==> src/logic/pps_regs_defs.svh <==
`ifndef PPS_REGS_DEFS_SVH
`define PPS_REGS_DEFS_SVH

// ============================================================
// address layout: byte address = global * 256 + port * 64 + index * 4
`define PPS_ADDR_IDX_HI     5
`define PPS_ADDR_IDX_LO     2
`define PPS_ADDR_PORT_HI    7
`define PPS_ADDR_PORT_LO    6
`define PPS_ADDR_GLOBAL     8

// ============================================================
// per-port register indices
`define PPS_IDX_FUNC        4'h2
`define PPS_IDX_CTRL2       4'h3
`define PPS_IDX_STAT1       4'h4
`define PPS_IDX_STAT2       4'h5
`define PPS_IDX_DISC_LO     4'h6
`define PPS_IDX_DISC_HI     4'h7

// ============================================================
// global page register indices
`define PPS_IDX_IRQ_STATUS  4'h0
`define PPS_IDX_IRQ_MASK    4'h1

// ============================================================
// field positions
`define PPS_CTRL2_DISABLE   4
`define PPS_CTRL2_START     3
`define PPS_CTRL2_ABORT     2
`define PPS_STAT1_FAIL      7
`define PPS_STAT1_DONE      6
`define PPS_STAT2_WDOG      4
`define PPS_STAT2_BUSY      3
`define PPS_DISC_HI_CMPL    7

// ============================================================
// function codes and reset values
`define PPS_FN_OFF          4'h0
`define PPS_FN_DISC1        4'h1
`define PPS_FN_DISC2        4'h2
`define PPS_RST_BYTE        8'h00
`define PPS_RST_WORD        32'h0000_0000
`define PPS_RST_RESULT      15'h0000

`endif

==> src/logic/pps_regs_pkg.sv <==
package pps_regs_pkg;

    // port engine status toward the register bank
    typedef struct packed {
        logic        discFail;
        logic        funcDone;
        logic [2:0]  powerClass;
        logic [2:0]  faultCause;
        logic        wdogActive;
        logic [2:0]  portState;
        logic        adcDone;
        logic [14:0] adcResult;
    } pps_engine_t;

    // per-port command and register state
    typedef struct packed {
        logic [3:0]  func;
        logic        funcWr;
        logic        portOff;
        logic        start;
        logic        abort;
        logic        busy;
        logic        done;
        logic        discCmpl;
        logic [14:0] discResult;
    } pps_port_t;

    typedef struct packed {
        pps_port_t [3:0] port;
        logic [7:0]      irqStatus;
        logic [7:0]      irqMask;
        logic            pready;
        logic            pslverr;
        logic [31:0]     prdata;
        logic            irq;
    } pps_state_t;

endpackage : pps_regs_pkg

==> src/logic/pps_port_regs.sv <==
// Implementation choice: the APB slave port.
`timescale 1ns/1ps
`include "pps_regs_defs.svh"

module pps_port_regs
    import pps_regs_pkg::*;
#(
    parameter int ADDR_W = 12,
    parameter int PORTS  = 4
) (
    // clock and reset
    input  wire logic                 clk,
    input  wire logic                 rst,
    // apb slave
    input  wire logic                 psel,
    input  wire logic                 penable,
    input  wire logic                 pwrite,
    input  wire logic [ADDR_W-1:0]    paddr,
    input  wire logic [31:0]          pwdata,
    input  wire logic [3:0]           pstrb,
    output logic                      pready,
    output logic [31:0]               prdata,
    output logic                      pslverr,
    // port engines
    input  wire pps_engine_t [PORTS-1:0] engine,
    // commands to the port engines
    output logic [PORTS-1:0][3:0]     funcCode,
    output logic [PORTS-1:0]          funcWrite,
    output logic [PORTS-1:0]          portDisable,
    output logic [PORTS-1:0]          adcStart,
    output logic [PORTS-1:0]          adcAbort,
    // interrupt
    output logic                      irq
);

    pps_state_t s_q;
    pps_state_t s_d;

    // ========================================================
    // address decode
    function automatic logic addrBad(input logic [ADDR_W-1:0] a);
        logic [3:0] idx;
        idx = a[`PPS_ADDR_IDX_HI:`PPS_ADDR_IDX_LO];
        if (a[1:0] != 2'b00 || (ADDR_W > `PPS_ADDR_GLOBAL + 1 &&
            a[ADDR_W-1:`PPS_ADDR_GLOBAL+1] != '0)) begin
            return 1'b1;
        end
        if (a[`PPS_ADDR_GLOBAL]) begin
            return a[`PPS_ADDR_PORT_HI:`PPS_ADDR_PORT_LO] != 2'b00 ||
                   idx > `PPS_IDX_IRQ_MASK;
        end
        return idx < `PPS_IDX_FUNC || idx > `PPS_IDX_DISC_HI;
    endfunction : addrBad

    function automatic logic isDiscovery(input logic [3:0] f);
        return f == `PPS_FN_DISC1 || f == `PPS_FN_DISC2;
    endfunction : isDiscovery

    // ========================================================
    // read data
    function automatic logic [7:0] readByte(
        input logic [3:0]  idx,
        input pps_port_t   p,
        input pps_engine_t e
    );
        logic [7:0] b;
        b = `PPS_RST_BYTE;
        case (idx)
            `PPS_IDX_FUNC: begin
                b[3:0] = p.func;
            end
            `PPS_IDX_CTRL2: begin
                b[`PPS_CTRL2_DISABLE] = p.portOff;
                b[`PPS_CTRL2_START]   = p.start;
                b[`PPS_CTRL2_ABORT]   = p.abort;
            end
            `PPS_IDX_STAT1: begin
                b[`PPS_STAT1_FAIL] = e.discFail;
                b[`PPS_STAT1_DONE] = p.done;
                b[5:3]             = e.powerClass;
                b[2:0]             = e.faultCause;
            end
            `PPS_IDX_STAT2: begin
                b[`PPS_STAT2_WDOG] = e.wdogActive;
                b[`PPS_STAT2_BUSY] = p.busy;
                b[2:0]             = e.portState;
            end
            `PPS_IDX_DISC_LO: begin
                b = p.discResult[7:0];
            end
            `PPS_IDX_DISC_HI: begin
                b[6:0]               = p.discResult[14:8];
                b[`PPS_DISC_HI_CMPL] = p.discCmpl;
            end
            default: begin
                b = `PPS_RST_BYTE;
            end
        endcase
        return b;
    endfunction : readByte

    // ========================================================
    // next state
    logic [3:0] aIdx;
    logic [1:0] aPort;
    logic       aGlobal;
    logic       access;
    logic       wrNow;
    logic [7:0] evt;
    logic [7:0] w1c;

    assign aIdx    = paddr[`PPS_ADDR_IDX_HI:`PPS_ADDR_IDX_LO];
    assign aPort   = paddr[`PPS_ADDR_PORT_HI:`PPS_ADDR_PORT_LO];
    assign aGlobal = paddr[`PPS_ADDR_GLOBAL];
    assign access  = psel & penable;
    // write lands at the edge where pready is seen high
    assign wrNow   = access & s_q.pready & pwrite & ~s_q.pslverr
                     & pstrb[0];

    always_comb begin
        s_d = s_q;
        evt = 8'h00;
        w1c = 8'h00;

        // bus answer: one wait state, then pready for one cycle
        if (access && !s_q.pready) begin
            s_d.pready  = 1'b1;
            s_d.pslverr = addrBad(paddr);
            s_d.prdata  = `PPS_RST_WORD;
            if (!addrBad(paddr) && !pwrite) begin
                if (aGlobal) begin
                    s_d.prdata[7:0] = (aIdx == `PPS_IDX_IRQ_STATUS) ?
                                      s_q.irqStatus : s_q.irqMask;
                end else begin
                    s_d.prdata[7:0] = readByte(aIdx, s_q.port[aPort],
                                               engine[aPort]);
                end
            end
        end else begin
            s_d.pready  = 1'b0;
            s_d.pslverr = 1'b0;
        end

        for (int p = 0; p < PORTS; p++) begin
            s_d.port[p].funcWr = 1'b0;
            s_d.port[p].start  = 1'b0;
            // conversion ends on completion or abort
            if (engine[p].adcDone || s_q.port[p].abort) begin
                s_d.port[p].busy = 1'b0;
            end
            if (wrNow && !aGlobal && aPort == 2'(p)) begin
                case (aIdx)
                    `PPS_IDX_FUNC: begin
                        s_d.port[p].func   = pwdata[3:0];
                        s_d.port[p].funcWr = 1'b1;
                        s_d.port[p].done   = 1'b0;
                        if (isDiscovery(pwdata[3:0])) begin
                            s_d.port[p].discCmpl = 1'b0;
                            s_d.port[p].busy     = 1'b1;
                        end
                        if (pwdata[3:0] == `PPS_FN_OFF) begin
                            s_d.port[p].busy  = 1'b0;
                            s_d.port[p].abort = 1'b0;
                        end
                    end
                    `PPS_IDX_CTRL2: begin
                        s_d.port[p].portOff =
                            pwdata[`PPS_CTRL2_DISABLE];
                        s_d.port[p].abort =
                            pwdata[`PPS_CTRL2_ABORT];
                        s_d.port[p].start =
                            pwdata[`PPS_CTRL2_START];
                        if (pwdata[`PPS_CTRL2_START] &&
                            !pwdata[`PPS_CTRL2_ABORT]) begin
                            s_d.port[p].busy = 1'b1;
                        end
                    end
                    default: begin
                        s_d.port[p].func = s_d.port[p].func;
                    end
                endcase
            end
            // hardware set wins over the host clear
            if (engine[p].funcDone) begin
                s_d.port[p].done = 1'b1;
                evt[p] = 1'b1;
            end
            if (engine[p].adcDone && isDiscovery(s_q.port[p].func)
                && s_q.port[p].busy) begin
                s_d.port[p].discResult = engine[p].adcResult;
                s_d.port[p].discCmpl   = 1'b1;
                evt[4+p] = 1'b1;
            end
        end

        // interrupt status: write one to clear, event wins
        if (wrNow && aGlobal) begin
            if (aIdx == `PPS_IDX_IRQ_STATUS) begin
                w1c = pwdata[7:0];
            end else begin
                s_d.irqMask = pwdata[7:0];
            end
        end
        s_d.irqStatus = (s_q.irqStatus & ~w1c) | evt;
        s_d.irq       = |(s_d.irqStatus & s_d.irqMask);
    end

    // ========================================================
    // state register
    always_ff @(posedge clk or posedge rst) begin
        if (rst) begin
            s_q <= '0;
        end else begin
            s_q <= s_d;
        end
    end

    // ========================================================
    // outputs
    assign pready  = s_q.pready;
    assign prdata  = s_q.prdata;
    assign pslverr = s_q.pslverr;
    assign irq     = s_q.irq;

    always_comb begin
        for (int p = 0; p < PORTS; p++) begin
            funcCode[p]    = s_q.port[p].func;
            funcWrite[p]   = s_q.port[p].funcWr;
            portDisable[p] = s_q.port[p].portOff;
            adcStart[p]    = s_q.port[p].start;
            adcAbort[p]    = s_q.port[p].abort;
        end
    end

endmodule : pps_port_regs

==> config.mk <==
export PLATFORM = sky130hd
export DESIGN_NAME = pps_port_regs
export DESIGN_NICKNAME = d
export VERILOG_FILES = /design/src/logic/pps_regs_pkg.sv /design/src/logic/pps_port_regs.sv
export VERILOG_INCLUDE_DIRS = /design/src /design/src/logic
export SDC_FILE = /design/constraint.sdc
export NUM_CORES = 1
export LEC_CHECK = 0
export BUFFER_PORTS_ARGS = -buffer_cell sky130_fd_sc_hd__buf_2
export CORE_ASPECT_RATIO = 0.9
export CORE_MARGIN = 2
export CORE_UTILIZATION = 48
export DETAILED_ROUTE_END_ITERATION = 8
export HOLD_SLACK_MARGIN = 0.05
export PLACE_DENSITY = 0.79
export SLEW_MARGIN = 10
export SYNTH_ARGS = -nofsm -noshare
export SYNTH_HDL_FRONTEND = slang
export SYNTH_SLANG_ARGS = --single-unit
==> constraint.sdc <==
create_clock -name clk -period 7.2 [get_ports clk]
set_input_delay 1.44 -clock clk [delete_from_list [all_inputs] [get_ports clk]]
set_output_delay 1.44 -clock clk [all_outputs]
set_load 0.05 [all_outputs]
# After elaboration in Yosys (flattened, before gate mapping)
# Cells that the tools add are included.
# Widths: inputs -> output; s select.
[word_totals]
input_bits = 165
word_cells = 231
out_inout_bits = 67
reg_bits = 131
[classes]
mux = 73
n_reduce_logical = 82
n_eq_ne = 20
bitwise_logic = 10
order_cmp = 4
[op_table]
columns = ["cell", "count"]
rows = [
  ["$mux 16", 4],
  ["$bmux 28 s2", 1],
  ["$mux 8", 7],
  ["$bmux 26 s2", 1],
  ["$reduce_bool 2->1", 23],
  ["$mux 1", 36],
  ["$eq 4x2->1 const B", 7],
  ["$mux 28", 1],
  ["$mux 7", 4],
  ["$mux 26", 1],
  ["$reduce_and 2->1", 12],
  ["$reduce_and 3->1", 8],
  ["$eq 4x1->1 const B", 5],
  ["$mux 2", 10],
  ["$logic_and 1x1->1", 17],
  ["$and 8x8->8", 2],
  ["$eq 4x3->1 const B", 4],
  ["$pmux 2 s2", 4],
  ["$logic_or 1x1->1", 12],
  ["$pmux 2 s6", 1],
  ["$pmux 2 s5", 1],
  ["$pmux 3 s3", 1],
  ["$logic_not 4->1", 2],
  ["$not 8->8", 1],
  ["other kinds (15)", 24],
]

# Longest topological paths before layout
[logic_depth]
word_depth = 12
mapped_depth = 8
depth_no_buf = 5

# Worst setup path after synthesis
# Ideal clock, no wire load.
[synth_timing]
path_kind = "input-to-reg"
start = "in paddr[5]"
end = "reg s_q (netlist bit irq)"
slack_ns = 3.959
required_ns = 7.065
arrival_time_ns = 3.106
stages = 7
n_path_buf = 2
setup_ns = 0.135
cell_sequence = "clkbuf_1 -> or4_4 -> buf_6 -> o41ai_2 -> a22oi_1 -> a2111oi_2 -> nand4_1"
[synth_rtl]
columns = ["element", "line", "source"]
rows = [
  ["start, declared", "pps_port_regs.sv:18", "input wire logic [ADDR_W-1:0] paddr,"],
  ["end signal, assigned", "pps_port_regs.sv:212", "s_q <= '0;"],
  ["end signal, assigned", "pps_port_regs.sv:214", "s_q <= s_d;"],
  ["end, declared", "pps_port_regs.sv:36", "pps_state_t s_q;"],
]

# Worst setup path after layout
[layout_timing]
start = "in paddr[3]"
end = "reg s_q (netlist bit funcCode[0])"
[layout_via]
elab_chain_len = 2
[layout_rtl]
columns = ["element", "line", "source"]
rows = [
  ["$eq 4x2->1", "pps_port_regs.sv:152", "case (aIdx)"],
  ["$reduce_and 2->1 (no line)", "-", ""],
]
# No other way between the ends.
# A chain may end at the register's enable or synchronous reset.

==> flow_summary.json <==
{
  "gp_congestion": 0.883,
  "io_buffers": 180,
  "grt_max_degree": 77,
  "rsz0062_at_grt": "no",
  "switching_share_pct": 24.4,
  "viasPerCell": 5.83,
  "p_sw_mw": 0.451,
  "p_comb_share_pct": 9.7,
  "ctsResizeCount": 0,
  "antenna_cells": 0,
  "initial_core_util_pct": 48.7,
  "worstMarginPinSlew_ns": 0.965,
  "crit_path_end_kind": "register",
  "syn_inst": 579,
  "finalHoldViolations": 0,
  "grt.overflow.total": 0,
  "setup_slack_ns": 3.75,
  "seq_power_share_pct": 40.5,
  "wirelength_um": 19200,
  "synthArstFlopShare_pct": 100,
  "ios": 232,
  "skew_ns": 0.0103,
  "clk_pin_slew_ns": 0.06,
  "nets": 877,
  "path_class": "in2reg",
  "fin_crit_sh_pct": 47.9,
  "fin_util_pct": 57.6,
  "row_count": 42,
  "dieArea_um2": 15800,
  "clk_latency_ns": 0.43,
  "vdd_ir_drop_max_uv": 148,
  "fin_cells": 923,
  "die_h_um": 119,
  "dpl_cell_area_um2": 7760,
  "synth_edf_count": 0,
  "crit_fanout": 20,
  "dp_hpwl_um": 13900,
  "synth_ff_type": "dfrtp_1",
  "stdcell_area_um2": 8380,
  "antenna_left": 0,
  "syn_area_per_cell_um2": 12.2,
  "track_usage_pct": 25.4,
  "setup_viol_count_final": 0,
  "min_period_ns": 3.45,
  "total_power_mw": 1.85,
  "grt_first_pass_wirelength_um": 30600,
  "drcViolationCount": 0,
  "yosysWarningCount": 0,
  "syn-cell-area_um2": 7090,
  "cts_tree": "yes",
  "clockBufferDepth": 2,
  "wl_per_cell_um": 20.8,
  "powerDensity_nw_per_um2": 220,
  "dr.pass1.iters": 5,
  "crit_required_ns": 7.50,
  "drt_iter0_drc": 337,
  "cts-root-buf": "clkbuf_16",
  "drive_above_1_share_pct": 47.7,
  "post-place-ws_ns": 3.36,
  "final_cell_mix": "buf_2, dfrtp_1, mux2_2, nand2_1, mux4_2",
  "cts_sinks": 131,
  "num-fill-cells": 1190,
  "timing.setup.tns_ns": 0,
  "ys_seq_area_share_pct": 46.2,
  "htreeDepth": 4,
  "ys_ff_latch": 131,
  "fmax_mhz": 290,
  "hold_path.class": "reg2reg",
  "post_cts_buffers": 0,
  "final_common_cell": "buf_2",
  "critPathLaunchType": "input port",
  "grt_pass1_vias": 5653,
  "synthToLayoutAreaGrowth_pct": 18.2,
  "clkPwrFrac_pct": 49.8,
  "p_int_mw": 1.40,
  "cts_hold_buf": 0,
  "cp.arrival_ns": 3.75,
  "fp.dieW_um": 132,
  "slew_headroom_pct": 35.7,
  "cts_buffers": 17,
  "dp.cells": 891,
  "maxCapViolations": 0,
  "timing.hold.ws_ns": 0.498,
  "drv_slew": 0,
  "synth_cell_types": 58,
  "via_count": 5380,
  "total_leakage_power_nw": 4.20,
  "outcome": "complete, no violations",
  "core_area_um2": 14600,
  "antenna_found_initial": 1
}
-- layer usage --
metal	global-route usage [%]	part of all wire (%)
met2	41.3	48
met4	8.90	2.0
met1	32.9	41
met3	6.81	9.1
met5	0	0
-- critical path: stages --
cell and delay [ns]:
buf_2 0.34, or3b_1 0.50, nor4_4 0.49, nand2_2 0.31, nor2_2 0.29, mux2_2 0.37
-- cell families after synthesis --
family,Yosys count,synth area share (%)
flip-flops,131,46.2
AND/OR/NAND/NOR,130,9.88
multiplexers,125,25.4
buffers and inverters,106,9.44
AO/OA/AOI/OAI,81,8.40
XOR/XNOR,5,0.617
other,1,0.0529
-- cells in the mapped netlist, drive strengths merged, types with 2 or more instances --
master,count,share of area (%)
a21o,4,0.42
a21oi,5,0.35
a221o,3,0.42
a22o,4,0.49
a22oi,7,0.81
a2bb2oi,3,0.37
and3,3,0.26
buf,78,8.0
clkbuf,18,0.95
dfrtp,131,46
inv,10,0.53
mux2,79,13
mux2i,10,1.4
mux4,36,11
nand2,47,2.5
nand2b,5,0.44
nand3,8,0.56
nand3b,6,0.64
nand4,15,1.4
nand4b,2,0.25
nor2,20,1.1
nor2b,5,0.44
nor3,4,0.28
nor3b,2,0.21
nor4,3,0.48
o211ai,5,0.53
o21ai,26,1.8
o31ai,13,1.4
o41ai,4,0.86
or4,3,0.37
xor2,4,0.49
-- power groups by stage --
stage / Combinational, mW / Clock (mW) / Sequential, mW
floorplan: 0.117 / 0 / 0.768
CTS: 0.180 / 0.923 / 0.748
detailed placement: 0.179 / 0 / 0.761
global placement: 0.175 / 0 / 0.760
finish: 0.178 / 0.920 / 0.748
global route: 0.192 / 0.956 / 0.748
-- final cells by class --
class | instances | area (µm²) | area share [%]
Clock buffer | 20 | 447 | 5.33
Clock inverter | 12 | 180 | 2.15
Multi-Input combinational cell | 365 | 3240 | 38.6
Inverter | 10 | 40.0 | 0.478
Timing Repair Buffer | 187 | 953 | 11.4
Tap cell | 198 | 248 | 2.96
Sequential cell | 131 | 3280 | 39.1
-- registers in the layout (all words and copies together) (netlist names) --
name and cells:
funcWrite 4, pready 1, portDisable 4, irq 1
adcAbort 4, prdata 8, adcStart 4, funcCode 16
s_q 88, pslverr 1
-- final timing paths --
kind,slack [ns],cells after the start,startpoint,to
hold reg to reg,0.50,2,prdata[3],prdata[3]
setup reg to reg,4.94,5,pslverr,funcCode[0]
min in group asynchronous,1.12,2,rst,s_q[141]
setup / recovery,3.75,6,paddr[3],funcCode[0]
max in group asynchronous,4.62,3,rst,s_q[140]
hold / removal,0.50,2,prdata[3],prdata[3]
No activity file was read; power rests on OpenSTA's default activity.
